File: config.mk
export PLATFORM = sky130hd
export DESIGN_NAME = fsc_top
export DESIGN_NICKNAME = d
export VERILOG_FILES = /design/src/rtl/fsc_pkg.sv /design/src/rtl/fsc_bus_cycle.sv /design/src/rtl/fsc_top.sv
export VERILOG_INCLUDE_DIRS = /design/src /design/src/rtl
export SDC_FILE = /design/constraint.sdc
export NUM_CORES = 1
export LEC_CHECK = 0
export ABC_AREA = 0
export BUFFER_PORTS_ARGS = -buffer_cell sky130_fd_sc_hd__buf_2
export CAP_MARGIN = 20
export CORE_AREA = 2 2 108 188
export DETAILED_ROUTE_END_ITERATION = 10
export DIE_AREA = 0 0 110 190
export PLACE_DENSITY = 0.62
export SYNTH_ARGS = -nofsm -noshare
export SYNTH_HDL_FRONTEND = slang
export SYNTH_SLANG_ARGS = --single-unit
File: constraint.sdc
create_clock -name clk_i -period 8.7 [get_ports clk_i]
set_clock_uncertainty 0.1 [all_clocks]
set_input_delay 1.305 -clock clk_i [delete_from_list [all_inputs] [get_ports clk_i]]
set_output_delay 1.305 -clock clk_i [all_outputs]
set_load 0.01 [all_outputs]
File: src/rtl/fsc_regs.svh
`ifndef FSC_REGS_SVH
`define FSC_REGS_SVH

// apb register byte offsets
`define FSC_OFF_CTRL 8'h00
`define FSC_OFF_ADDR 8'h04
`define FSC_OFF_WDATA 8'h08
`define FSC_OFF_RDATA 8'h0C
`define FSC_OFF_STAT 8'h10
`define FSC_OFF_SWORD 8'h14
`define FSC_OFF_POLL 8'h18

// control register fields
`define FSC_CTRL_GO 0
`define FSC_CTRL_SUSP 4

// status register fields
`define FSC_STAT_DONE 1

// poll and status word bit positions
`define FSC_PB_VALID 7
`define FSC_PB_TOG 6
`define FSC_PB_FAIL 5
`define FSC_PB_RSV_HI 4
`define FSC_PB_SUSP 3
`define FSC_PB_TOG2 2
`define FSC_PB_ABORT 1
`define FSC_PB_RSV_LO 0

// command words and unlock addresses
`define FSC_CMD_UNLOCK1 16'h00AA
`define FSC_CMD_UNLOCK2 16'h0055
`define FSC_CMD_RESET 16'h00F0
`define FSC_CMD_SR_READ 16'h0070
`define FSC_CMD_SR_CLEAR 16'h0071
`define FSC_ADDR_UNLOCK1 23'h00_0555
`define FSC_ADDR_UNLOCK2 23'h00_02AA

// reset values
`define FSC_RST_SWORD 8'h00

// timing
`define FSC_CLK_MHZ 10
`define FSC_T_ACCESS_NS 70
`define FSC_T_WPULSE_NS 35
`define FSC_ACC_CYC ((`FSC_T_ACCESS_NS * `FSC_CLK_MHZ + 999) / 1000)
`define FSC_WPULSE_CYC ((`FSC_T_WPULSE_NS * `FSC_CLK_MHZ + 999) / 1000)
`endif

File: src/rtl/fsc_pkg.sv
package fsc_pkg;
    // operations that software may start
    typedef enum logic [2:0] {
        FSC_OP_NONE = 3'b000,
        FSC_OP_WRITE = 3'b001,
        FSC_OP_READ = 3'b010,
        FSC_OP_STATUS = 3'b011,
        FSC_OP_CLEAR = 3'b100,
        FSC_OP_POLL = 3'b101,
        FSC_OP_ABORT_RST = 3'b110,
        FSC_OP_RESET = 3'b111
    } fsc_op_t;

    // sequencer states
    typedef enum logic [1:0] {
        FSC_ST_IDLE = 2'b00,
        FSC_ST_ISSUE = 2'b01,
        FSC_ST_WAIT = 2'b10,
        FSC_ST_DONE = 2'b11
    } fsc_state_t;

    // pin cycle state
    typedef enum logic [1:0] {
        FSC_CY_IDLE = 2'b00,
        FSC_CY_ACTIVE = 2'b01,
        FSC_CY_RECOV = 2'b10
    } fsc_cyc_state_t;

    // one flash bus cycle of a sequence
    typedef struct packed {
        logic last;
        logic wr;
        logic [22:0] addr;
        logic [15:0] data;
    } fsc_cycle_t;
endpackage

File: src/rtl/fsc_bus_cycle.sv
`timescale 1ns/1ps
`include "fsc_regs.svh"
module fsc_bus_cycle #(
    parameter int AW = 23,
    parameter int DW = 16,
    parameter int ACC_CYC = `FSC_ACC_CYC,
    parameter int PULSE_CYC = `FSC_WPULSE_CYC
) (
    // clock and reset
    input wire logic clk_i,
    input wire logic rst_i,
    // request from the sequencer
    input wire logic start_i,
    input wire logic wr_i,
    input wire logic [AW-1:0] addr_i,
    input wire logic [DW-1:0] data_i,
    output logic done_o,
    output logic [DW-1:0] rdata_o,
    // flash pins
    output logic [AW-1:0] flash_addr_o,
    output logic [DW-1:0] flash_dq_o,
    output logic flash_dq_oe_o,
    input wire logic [DW-1:0] flash_dq_i,
    output logic flash_ce_n_o,
    output logic flash_oe_n_o,
    output logic flash_we_n_o
);
    ////////////////////////////////////////////////////////////////
    fsc_pkg::fsc_cyc_state_t st; // cycle phase
    logic [7:0] cnt; // phase down-counter
    logic is_wr; // current cycle is a write
    logic [DW-1:0] dq_s1; // first sync stage, read only by dq_s2
    logic [DW-1:0] dq_s2; // synchronised data bus

    // data bus comes from another chip, two flops before use
    always_ff @(posedge clk_i or posedge rst_i)
    begin
        if (rst_i)
        begin
            dq_s1 <= '0;
            dq_s2 <= '0;
        end
        else
        begin
            dq_s1 <= flash_dq_i;
            dq_s2 <= dq_s1;
        end
    end

    ////////////////////////////////////////////////////////////////
    // one strobe cycle; reads hold oe two extra cycles to cover the synchroniser
    always_ff @(posedge clk_i or posedge rst_i)
    begin
        if (rst_i)
        begin
            st <= fsc_pkg::FSC_CY_IDLE;
            cnt <= 8'h00;
            is_wr <= 1'b0;
            done_o <= 1'b0;
            rdata_o <= '0;
            flash_addr_o <= '0;
            flash_dq_o <= '0;
            flash_dq_oe_o <= 1'b0;
            flash_ce_n_o <= 1'b1;
            flash_oe_n_o <= 1'b1;
            flash_we_n_o <= 1'b1;
        end
        else
        begin
            done_o <= 1'b0;
            unique case (st)
                fsc_pkg::FSC_CY_IDLE:
                begin
                    if (start_i)
                    begin
                        // address and chip enable go out with the strobe
                        flash_addr_o <= addr_i;
                        flash_ce_n_o <= 1'b0;
                        is_wr <= wr_i;
                        st <= fsc_pkg::FSC_CY_ACTIVE;
                        if (wr_i)
                        begin
                            flash_dq_o <= data_i;
                            flash_dq_oe_o <= 1'b1;
                            flash_we_n_o <= 1'b0;
                            cnt <= 8'(PULSE_CYC - 1);
                        end
                        else
                        begin
                            flash_oe_n_o <= 1'b0;
                            cnt <= 8'(ACC_CYC + 1);
                        end
                    end
                end
                fsc_pkg::FSC_CY_ACTIVE:
                begin
                    if (cnt == 8'h00)
                    begin
                        // device latches write data on the rising we edge
                        flash_we_n_o <= 1'b1;
                        flash_oe_n_o <= 1'b1;
                        if (!is_wr)
                        begin
                            rdata_o <= dq_s2;
                        end
                        st <= fsc_pkg::FSC_CY_RECOV;
                    end
                    else
                    begin
                        cnt <= cnt - 8'h01;
                    end
                end
                fsc_pkg::FSC_CY_RECOV:
                begin
                    // data held one cycle past we rise for hold time
                    flash_ce_n_o <= 1'b1;
                    flash_dq_oe_o <= 1'b0;
                    done_o <= 1'b1;
                    st <= fsc_pkg::FSC_CY_IDLE;
                end
                default:
                begin
                    st <= fsc_pkg::FSC_CY_IDLE;
                end
            endcase
        end
    end
endmodule

File: src/rtl/fsc_top.sv
// Chosen here: the APB interface to the registers and the placing of the registers.
`timescale 1ns/1ps
`include "fsc_regs.svh"
module fsc_top #(
    parameter int AW = 23,
    parameter int DW = 16
) (
    // clock and reset
    input wire logic clk_i,
    input wire logic rst_i,
    // apb slave
    input wire logic psel_i,
    input wire logic penable_i,
    input wire logic pwrite_i,
    input wire logic [7:0] paddr_i,
    input wire logic [31:0] pwdata_i,
    output logic [31:0] prdata_o,
    output logic pready_o,
    output logic pslverr_o,
    // flash pins
    output logic [AW-1:0] flash_addr_o,
    output logic [DW-1:0] flash_dq_o,
    output logic flash_dq_oe_o,
    input wire logic [DW-1:0] flash_dq_i,
    output logic flash_ce_n_o,
    output logic flash_oe_n_o,
    output logic flash_we_n_o,
    input wire logic ready_busy_n_output_i
);
    ////////////////////////////////////////////////////////////////
    fsc_pkg::fsc_state_t st; // sequencer state
    fsc_pkg::fsc_op_t op; // operation in progress
    logic [1:0] step; // cycle index within the sequence
    logic susp_erase; // software says an erase was suspended
    logic [AW-1:0] addr_reg; // target address
    logic [DW-1:0] wdata_reg; // write data for plain writes
    logic [DW-1:0] rdata; // last word read
    logic [DW-1:0] rd_prev; // last word read, poll-masked
    logic [DW-1:0] poll_masked; // poll word with don't-care bits cleared
    logic [7:0] status_word; // captured device status word
    logic done_flag; // sticky completion flag
    logic tog6; // poll bit 6 toggled
    logic tog2; // poll bit 2 toggled, masked when meaningless
    logic rb_s1; // first sync stage of ready/busy
    logic rb_s2; // synchronised ready/busy
    logic cyc_start; // pulse to the pin cycle engine
    logic cyc_done; // pin cycle finished
    logic [DW-1:0] cyc_rdata; // data from the pin cycle
    fsc_pkg::fsc_cycle_t cur; // current sequence entry
    logic apb_wr; // apb write takes effect
    logic apb_go; // software start request
    logic last_was_rd; // finished cycle was a read

    ////////////////////////////////////////////////////////////////
    // sequence table: which pin cycles each operation issues
    function automatic fsc_pkg::fsc_cycle_t seq_item(fsc_pkg::fsc_op_t o, logic [1:0] s,
                                                     logic [AW-1:0] a, logic [DW-1:0] d);
        fsc_pkg::fsc_cycle_t c;
        c = '{last: 1'b1, wr: 1'b0, addr: a, data: d};
        unique case (o)
            fsc_pkg::FSC_OP_WRITE: c.wr = 1'b1;
            fsc_pkg::FSC_OP_READ: c.last = 1'b1;
            fsc_pkg::FSC_OP_STATUS:
            begin
                // status read enter, then one read returns the word
                if (s == 2'd0)
                begin
                    c = '{last: 1'b0, wr: 1'b1, addr: `FSC_ADDR_UNLOCK1, data: `FSC_CMD_SR_READ};
                end
            end
            fsc_pkg::FSC_OP_CLEAR:
            begin
                c = '{last: 1'b1, wr: 1'b1, addr: `FSC_ADDR_UNLOCK1, data: `FSC_CMD_SR_CLEAR};
            end
            fsc_pkg::FSC_OP_POLL: c.last = (s == 2'd1);
            fsc_pkg::FSC_OP_ABORT_RST:
            begin
                // three-cycle abort reset: unlock, unlock, reset
                unique case (s)
                    2'd0: c = '{last: 1'b0, wr: 1'b1, addr: `FSC_ADDR_UNLOCK1, data: `FSC_CMD_UNLOCK1};
                    2'd1: c = '{last: 1'b0, wr: 1'b1, addr: `FSC_ADDR_UNLOCK2, data: `FSC_CMD_UNLOCK2};
                    default: c = '{last: 1'b1, wr: 1'b1, addr: `FSC_ADDR_UNLOCK1, data: `FSC_CMD_RESET};
                endcase
            end
            fsc_pkg::FSC_OP_RESET:
            begin
                c = '{last: 1'b1, wr: 1'b1, addr: a, data: `FSC_CMD_RESET};
            end
            default: c.last = 1'b1;
        endcase
        return c;
    endfunction

    assign cur = seq_item(op, step, addr_reg, wdata_reg);
    assign apb_wr = psel_i & penable_i & pready_o & pwrite_i;
    assign apb_go = apb_wr & (paddr_i == `FSC_OFF_CTRL) & pwdata_i[`FSC_CTRL_GO];

    // host never trusts reserved poll bits 4,0; poll bits 3,2 not when bit 1 shows abort without a suspended erase
    always_comb
    begin
        poll_masked = cyc_rdata;
        poll_masked[`FSC_PB_RSV_HI] = 1'b0;
        poll_masked[`FSC_PB_RSV_LO] = 1'b0;
        if (cyc_rdata[`FSC_PB_ABORT] && !susp_erase)
        begin
            poll_masked[`FSC_PB_SUSP] = 1'b0;
            poll_masked[`FSC_PB_TOG2] = 1'b0;
        end
    end

    ////////////////////////////////////////////////////////////////
    // ready/busy comes from the pin, synchronise before use
    always_ff @(posedge clk_i or posedge rst_i)
    begin
        if (rst_i)
        begin
            rb_s1 <= 1'b0;
            rb_s2 <= 1'b0;
        end
        else
        begin
            rb_s1 <= ready_busy_n_output_i;
            rb_s2 <= rb_s1;
        end
    end

    ////////////////////////////////////////////////////////////////
    // apb handshake: one wait cycle so that prdata is registered
    always_ff @(posedge clk_i or posedge rst_i)
    begin
        if (rst_i)
        begin
            pready_o <= 1'b0;
            pslverr_o <= 1'b0;
            prdata_o <= 32'h0000_0000;
        end
        else
        begin
            pready_o <= psel_i & penable_i & ~pready_o;
            pslverr_o <= 1'b0;
            prdata_o <= 32'h0000_0000;
            if (psel_i && penable_i && !pready_o)
            begin
                unique case (paddr_i)
                    `FSC_OFF_CTRL: prdata_o <= {27'h000_0000, susp_erase, op, 1'b0};
                    `FSC_OFF_ADDR: prdata_o <= 32'(addr_reg);
                    `FSC_OFF_WDATA: prdata_o <= 32'(wdata_reg);
                    `FSC_OFF_RDATA: prdata_o <= 32'(rdata);
                    `FSC_OFF_STAT:
                    begin
                        // status-word error bits count only once its valid bit is seen
                        prdata_o <= {23'h00_0000,
                                     status_word[`FSC_PB_VALID] & (status_word[`FSC_PB_FAIL]
                                         | status_word[`FSC_PB_RSV_HI] | status_word[`FSC_PB_SUSP]
                                         | status_word[`FSC_PB_ABORT]),
                                     status_word[`FSC_PB_VALID],
                                     rdata[`FSC_PB_FAIL], rdata[`FSC_PB_ABORT], tog2, tog6,
                                     rb_s2, done_flag, (st != fsc_pkg::FSC_ST_IDLE)};
                    end
                    `FSC_OFF_SWORD: prdata_o <= 32'(status_word);
                    `FSC_OFF_POLL: prdata_o <= 32'(rd_prev);
                    default: pslverr_o <= 1'b1; // unmapped or misaligned address
                endcase
            end
        end
    end

    ////////////////////////////////////////////////////////////////
    // software-written configuration
    always_ff @(posedge clk_i or posedge rst_i)
    begin
        if (rst_i)
        begin
            addr_reg <= '0;
            wdata_reg <= '0;
            susp_erase <= 1'b0;
        end
        else if (apb_wr)
        begin
            unique case (paddr_i)
                `FSC_OFF_ADDR: addr_reg <= pwdata_i[AW-1:0];
                `FSC_OFF_WDATA: wdata_reg <= pwdata_i[DW-1:0];
                `FSC_OFF_CTRL: susp_erase <= pwdata_i[`FSC_CTRL_SUSP];
                default: ;
            endcase
        end
    end

    ////////////////////////////////////////////////////////////////
    // sequencer: issues the table entries one pin cycle at a time
    always_ff @(posedge clk_i or posedge rst_i)
    begin
        if (rst_i)
        begin
            st <= fsc_pkg::FSC_ST_IDLE;
            op <= fsc_pkg::FSC_OP_NONE;
            step <= 2'd0;
            cyc_start <= 1'b0;
            last_was_rd <= 1'b0;
        end
        else
        begin
            cyc_start <= 1'b0;
            unique case (st)
                fsc_pkg::FSC_ST_IDLE:
                begin
                    // a start while busy is dropped; op none does nothing
                    if (apb_go && pwdata_i[3:1] != 3'b000)
                    begin
                        op <= fsc_pkg::fsc_op_t'(pwdata_i[3:1]);
                        step <= 2'd0;
                        st <= fsc_pkg::FSC_ST_ISSUE;
                    end
                end
                fsc_pkg::FSC_ST_ISSUE:
                begin
                    cyc_start <= 1'b1;
                    last_was_rd <= ~cur.wr;
                    st <= fsc_pkg::FSC_ST_WAIT;
                end
                fsc_pkg::FSC_ST_WAIT:
                begin
                    if (cyc_done)
                    begin
                        if (cur.last)
                        begin
                            st <= fsc_pkg::FSC_ST_DONE;
                        end
                        else
                        begin
                            step <= step + 2'd1;
                            st <= fsc_pkg::FSC_ST_ISSUE;
                        end
                    end
                end
                fsc_pkg::FSC_ST_DONE:
                begin
                    st <= fsc_pkg::FSC_ST_IDLE;
                end
            endcase
        end
    end

    ////////////////////////////////////////////////////////////////
    // read results: raw word, masked poll word, toggles, status word
    always_ff @(posedge clk_i or posedge rst_i)
    begin
        if (rst_i)
        begin
            rdata <= '0;
            rd_prev <= '0;
            tog6 <= 1'b0;
            tog2 <= 1'b0;
            status_word <= `FSC_RST_SWORD;
        end
        else if (cyc_done && last_was_rd)
        begin
            rdata <= cyc_rdata;
            rd_prev <= poll_masked;
            if (op == fsc_pkg::FSC_OP_POLL && step == 2'd1)
            begin
                // compare both reads; bit 2 compared on masked words only
                tog6 <= rdata[`FSC_PB_TOG] ^ cyc_rdata[`FSC_PB_TOG];
                tog2 <= rd_prev[`FSC_PB_TOG2] ^ poll_masked[`FSC_PB_TOG2];
            end
            if (op == fsc_pkg::FSC_OP_STATUS)
            begin
                status_word <= cyc_rdata[7:0];
            end
        end
        else if (cyc_done && (op == fsc_pkg::FSC_OP_CLEAR || op == fsc_pkg::FSC_OP_ABORT_RST))
        begin
            // either exit command drops the remembered error word
            status_word <= `FSC_RST_SWORD;
        end
    end

    ////////////////////////////////////////////////////////////////
    // sticky done flag: completion wins over a same-cycle clear
    always_ff @(posedge clk_i or posedge rst_i)
    begin
        if (rst_i)
        begin
            done_flag <= 1'b0;
        end
        else if (st == fsc_pkg::FSC_ST_DONE)
        begin
            done_flag <= 1'b1;
        end
        else if (apb_wr && paddr_i == `FSC_OFF_STAT && pwdata_i[`FSC_STAT_DONE])
        begin
            done_flag <= 1'b0;
        end
    end

    ////////////////////////////////////////////////////////////////
    fsc_bus_cycle #(
        .AW(AW),
        .DW(DW),
        .ACC_CYC(`FSC_ACC_CYC),
        .PULSE_CYC(`FSC_WPULSE_CYC)
    ) u_cycle (
        .clk_i(clk_i),
        .rst_i(rst_i),
        .start_i(cyc_start),
        .wr_i(cur.wr),
        .addr_i(cur.addr),
        .data_i(cur.data),
        .done_o(cyc_done),
        .rdata_o(cyc_rdata),
        .flash_addr_o(flash_addr_o),
        .flash_dq_o(flash_dq_o),
        .flash_dq_oe_o(flash_dq_oe_o),
        .flash_dq_i(flash_dq_i),
        .flash_ce_n_o(flash_ce_n_o),
        .flash_oe_n_o(flash_oe_n_o),
        .flash_we_n_o(flash_we_n_o)
    );
endmodule

==> results of run 1 <==
[critical path: cells and delay by family]
kind / cells / cell delay [ps]
and+or+nand+nor: 2 / 1460
muxes: 1 / 370
buffers and inverters: 2 / 780
[logic make-up (layout without fill, tap and decap cells)]
kind of cell	count (synthesis)	count (layout)	synth area share (%)
fa+ha+maj	5	5	0.7324
other cells	1	10	0.04390
compound gates	124	124	9.550
buf+inv	64	178	3.559
simple gates	260	260	14.27
mux	76	76	10.15
xor+xnor	7	7	0.7178
flops	208	208	60.98
[worst paths after layout]
kind,to,cells past startpoint
max,addr_reg[12]$_DFFE_PP0P_,5
min in group asynchronous,u_cycle.dq_s1[5]$_DFF_PP0_,2
max in group asynchronous,prdata_o[14]$_DFF_PP0_,3
min,u_cycle.dq_s2[1]$_DFF_PP0_,0
max reg2reg,u_cycle.rdata_o[13]$_DFFE_PP0P_,5
min reg2reg,u_cycle.dq_s2[1]$_DFF_PP0_,0
[final cells by class]
cell class / instances / area, µm² / share of cell area [%]
sequential: 208 / 5209 / 52.44
multi-input combinational: 481 / 3072 / 30.93
timing repair buffer: 129 / 668.1 / 6.727
clock buffer: 27 / 536.8 / 5.404
tap: 245 / 306.5 / 3.086
clock inverter: 9 / 81.33 / 0.8188
inverter: 13 / 56.30 / 0.5669
antenna: 1 / 2.502 / 0.02520
[per-stage QoR]
stage                     utilization [%]  instance area [µm²]  std cells
after floorplan                         -                 8572        753
final                               50.98                 9932       1113
after global routing                50.98                 9932       1113
after detailed placement            47.75                 9304       1075
after CTS                           50.92                 9922       1111
after global placement              47.75                 9304       1075
[power by group]
| group | switching, µW | internal (µW) |
|---|---|---|
| Clock | 370 | 467 |
| Combinational | 42.4 | 21.1 |
| Sequential | 7.60 | 984 |
| Total | 420 | 1470 |
[routing by layer]
layer	share of wire, %	GRT usage [%]	wire length (µm)
met5	0	0	0
met4	3.2	7.595	639
met3	4.6	3.083	920
met2	52	33.20	10340
met1	40	23.73	8028
[cell usage in the layout (no fill, tap or decap), types with 6 or more instances in the layout]
cell       count
conb_1         9
a22oi_1       13
clkbuf_1       6
nand3_1       20
nand2b_1       9
o21ai_0       42
nand2_1      127
dfrtp_1      205
nor2b_1        7
mux2i_1        9
and2_1        12
inv_1         12
a22o_1        10
a21oi_1       22
mux2_2        65
o211ai_1       6
buf_2        120
buf_4          9
clkinv_2       7
xor2_1         6
nor2_1        48
clkbuf_16     20
==> reports/metrics.csv, run 1 <==
stage;metric;value;unit
timing;max_slew_margin;36.11;%
global_routing;grt_start_max_net_pins;137;
job;cap_violations;0;
timing;fin_crit_sh;41.88;%
die;rows;68;
layout;nets;920;
placed_design;hpwl;13920;µm
timing;timing.final.crit_period;3644;ps
synthesis;ys_ff_latch;208;
worst_setup_path;critPathMaxStageDelay;860;ps
global_routing;grt_pass1_vias;5775;
drt;viasPerCell;5.240;
clocking;cts_buffers;20;
worst_setup_path;crit_start;paddr_i[2];
global_routing;grt_pass1_wl;31230;µm
placed_design;post-place-ws;4502;ps
worst_setup_path;cp.required;8990;ps
synthesis;post-synth-top-count-cell;dfrtp_1;
clocking;cts_root_buf;clkbuf_16;
worst_setup_path;cp_cell_sequence;buf_2 > nor4b_2 > and3_1 > buf_4 > mux2_2;
synthesis;synthTopCellsByArea;dfrtp_1, mux2_2, nand2_1;
worst_setup_path;r2r_slack;5920;ps
layout;drive_gt1_share;27.45;%
power;ir_drop;0.1524;mV
global_routing;globalRoute.totalOverflow;0;
drt;drc;0;
clocking;tritoncts;built;
timing;whs;244.2;ps
drt;vias;5832;
drt;ant_nets;0;
drt;dr.pass1.iters;8;
synthesis;avgSynthCellArea;11.47;µm²
worst_setup_path;critPathMaxFanout;24;
drt;drtIter0Drc;363;
clocking;insertion_delay;510;ps
status;status;finished, final reports clean;
die;ios;139;
synthesis;synth_area;0.008542;mm²
die;initial_core_util;43.84;%
layout;fill_cells;1782;
die;coreArea;0.01948;mm²
synthesis;synth_ff_type;dfrtp_1;
timing;max_freq;274.4;MHz
global_routing;grt_use_total;19.26;%
worst_setup_path;path_class;in -> reg;
synthesis;yosysTopAreaCellShare;60.06;%
placed_design;gp_congestion;0.8077;
drt;wire_per_inst;17.90;µm
worst_setup_path;crit_path_start_kind;primary input;
synthesis;synth_common_cells;dfrtp_1, nand2_1, mux2_2;
clocking;clockBufferDepth;3;
synthesis;synthCells;745;
power;power;1892;µW
synthesis;yosysUniqueCellTypes;63;
clocking;post_cts_buffers;0;
worst_setup_path;reg2reg_from;u_cycle.cnt[0]$_DFFE_PP0P_;
timing;worstMarginPinSlew;958.3;ps
drt;wirelength;19930;µm
clocking;ctsResizeCount;0;
clocking;cts_hold_buf;0;
timing;final_max_slew_viol_count;0;
timing;setup_viol;0;
timing;setup_ws;5056;ps
clocking;clk_pin_slew;60;ps
clocking;cts_num_sinks;208;
timing;finalSetupTns;0;ps
synthesis;synth.largest_area_cell;dfrtp_1;
timing;rsz0062_at_grt;false;
power;p_leak;0.004908;µW
die;die-area;0.02090;mm²
synthesis;synthArstFlopShare;100.0;%
synthesis;synth_edf_count;0;
synthesis;ys_warn_count;0;
clocking;cts_htree_levels;1;
worst_setup_path;slowest_stage;nor4b_2;
worst_setup_path;endpoint_kind;flip-flop;
hold_path;hold_path_class;reg -> reg;
die;die_h;190;µm
hold_path;hold_path_startpoint;u_cycle.dq_s1[1]$_DFF_PP0_;
worst_setup_path;arrival;3930;ps
global_routing;antenna_found_initial;1;
placed_design;io_buffers;120;
power;pwr_density_cell;190.5;mW/mm²
synthesis;yosysSeqAreaShare;60.98;%
die;die_w;110;µm
timing;hold_viol_final;0;
layout;areaGrowthSynthToFinish;16.27;%
(Power assumes the default switching activity.)
==> inputs of run 2 (changes only) <==
Clock period 8.7 ns to 3.8 ns, I/O delays scaled along.
==> reports/metrics.csv, run 2 (synthesis gave the netlist of run 1 again) <==
stage;metric;value;unit
placed_design;place_area;0.009398;mm²
die;rows;68;
power;swShare;21.72;%
worst_setup_path;cp.required;4040;ps
power;pwr_density_cell;426.1;mW/mm²
timing;max_slew_margin;43.31;%
layout;areaGrowthSynthToFinish;16.87;%
worst_setup_path;r2r-end;u_cycle.flash_dq_o[3]$_DFFE_PP0P_;
power;p_leak;0.004929;µW
worst_setup_path;critPathMaxFanout;15;
clocking;cts_buffers;20;
clocking;cts_root_buf;clkbuf_16;
die;initial_core_util;43.84;%
die;coreArea;0.01948;mm²
power;switchingPower;924.0;µW
layout;fill_cells;1765;
clocking;ctsResizeCount;0;
clocking;cts_hold_buf;0;
clocking;post_cts_buffers;0;
clocking;tritoncts;built;
drt;drc;0;
die;ios;139;
power;seqPwrFrac;53.4;%
drt;wire_per_inst;17.92;µm
worst_setup_path;endpoint_kind;flip-flop;
clocking;cts_htree_levels;1;
drt;ant_nets;0;
layout;utilization;51.24;%
worst_setup_path;crit_path_start_kind;flip-flop;
global_routing;grt_use_total;19.72;%
power;clkPwrFrac;43.0;%
worst_setup_path;r2r_cells;6;
placed_design;dp_cells;1083;
job;cap_violations;0;
drt;drtIter0Drc;247;
die;die_w;110;µm
die;die_h;190;µm
power;power_frac_comb;3.6;%
placed_design;gp_congestion;0.8114;
hold_path;hold_path_class;in -> async;
timing;hold_viol_final;0;
clocking;clockBufferDepth;3;
layout;layout_commonest_cell;dfrtp_1;
layout;drive_gt1_share;27.76;%
timing;rsz0062_at_grt;false;
status;status;finished, final reports clean;
layout;design_area;0.009983;mm²
timing;setup_viol;0;
worst_setup_path;arrival;2690;ps
global_routing;globalRoute.totalOverflow;0;
placed_design;hpwl;14450;µm
drt;wirelength;19970;µm
global_routing;antenna_found_initial;1;
die;die-area;0.02090;mm²
placed_design;io_buffers;120;
clocking;cts_num_sinks;208;
global_routing;grt_pass1_vias;5867;
timing;final_max_slew_viol_count;0;
timing;worstMarginPinSlew;850.3;ps
layout;final_cell_mix;dfrtp_1, nand2_1, buf_2;
timing;fin_crit_sh;64.59;%
power;ir_drop;0.3400;mV
timing;finalSetupTns;0;ps
timing;timing.final.crit_period;2454;ps
worst_setup_path;r2r_slack;1350;ps
global_routing;grt_pass1_wl;31870;µm
clocking;clk_pin_slew;60;ps
worst_setup_path;path_class;reg -> reg;
power;p_int;3330;µW
drt;viasPerCell;5.276;
drt;dr.pass1.iters;5;
worst_setup_path;reg2reg_from;step[0]$_DFFE_PP0P_;
layout;nets;927;
global_routing;grt_start_max_net_pins;82;
timing;max_freq;407.4;MHz
layout;stdcell_count;1114;
timing;whs;76.49;ps
clocking;insertion_delay;500;ps
drt;vias;5877;
-- run 2: cell types whose count changed in the layout (fill, tap and decap cells not counted), sizes merged --
cell / before / now
buf: 129 / 136
clkinv: 8 / 3
bufinv: 1 / 0
clkinvlp: 0 / 1
inv: 13 / 12
-- run 2: how the worst max path moves through the flow --
stage                              startpoint                                 to  slack, ps  cells after the start
final                     step[0]$_DFFE_PP0P_  u_cycle.flash_dq_o[3]$_DFFE_PP0P_       1350                      6
after global routing      step[0]$_DFFE_PP0P_  u_cycle.flash_dq_o[3]$_DFFE_PP0P_       1170                      6
after CTS                 step[0]$_DFFE_PP0P_  u_cycle.flash_dq_o[3]$_DFFE_PP0P_       1350                      6
after detailed placement           paddr_i[4]              done_flag$_DFFE_PP0P_       1090                      5
after global placement             paddr_i[4]              done_flag$_DFFE_PP0P_       1100                      5
after floorplan                         rst_i            addr_reg[0]$_DFFE_PP0P_        430                      1
-- run 2: area by class of cell --
type / count / area [µm²] / share of cell area [%]
clock buffer: 27 / 556.8 / 5.577
inverter: 13 / 52.55 / 0.5264
tap: 245 / 306.5 / 3.071
antenna: 1 / 2.502 / 0.02507
sequential: 208 / 5209 / 52.17
timing repair buffer: 136 / 758.2 / 7.595
clock inverter: 3 / 26.28 / 0.2632
multi-input combinational: 481 / 3072 / 30.77
-- run 2: per-layer routing --
layer  routed length, µm  GRT usage, %  vias up
met1                7633         23.32     2887
met3                 910         3.220       48
li1                    -             -     2790
met4                 727         7.692        0
met5                   0             0        -
met2               10700         34.99      152
-- run 2: through the flow --
step	power (µW)	setup slack, ps
after floorplan	2404	432.2
after global placement	2467	1102
after detailed placement	2470	1086
after CTS	4311	1347
after global routing	4418	1171
final	4254	1346
-- run 2: power by group through the flow --
stage / Clock (µW) / Combinational [µW] / Sequential [µW]
5_1_grt: 1970 / 176 / 2270
3_3_place_gp: 0 / 155 / 2310
2_1_floorplan: 0 / 94.6 / 2310
3_5_place_dp: 0 / 158 / 2310
6_report: 1830 / 153 / 2270
4_1_cts: 1880 / 158 / 2270
-- run 2: critical path, stage by stage (launching register included) --
cell and delay [ps]:
dfrtp_1 400, inv_1 110, ha_1 310, nand2b_1 180, a22oi_1 450, nand2b_1 550, o21ai_0 200
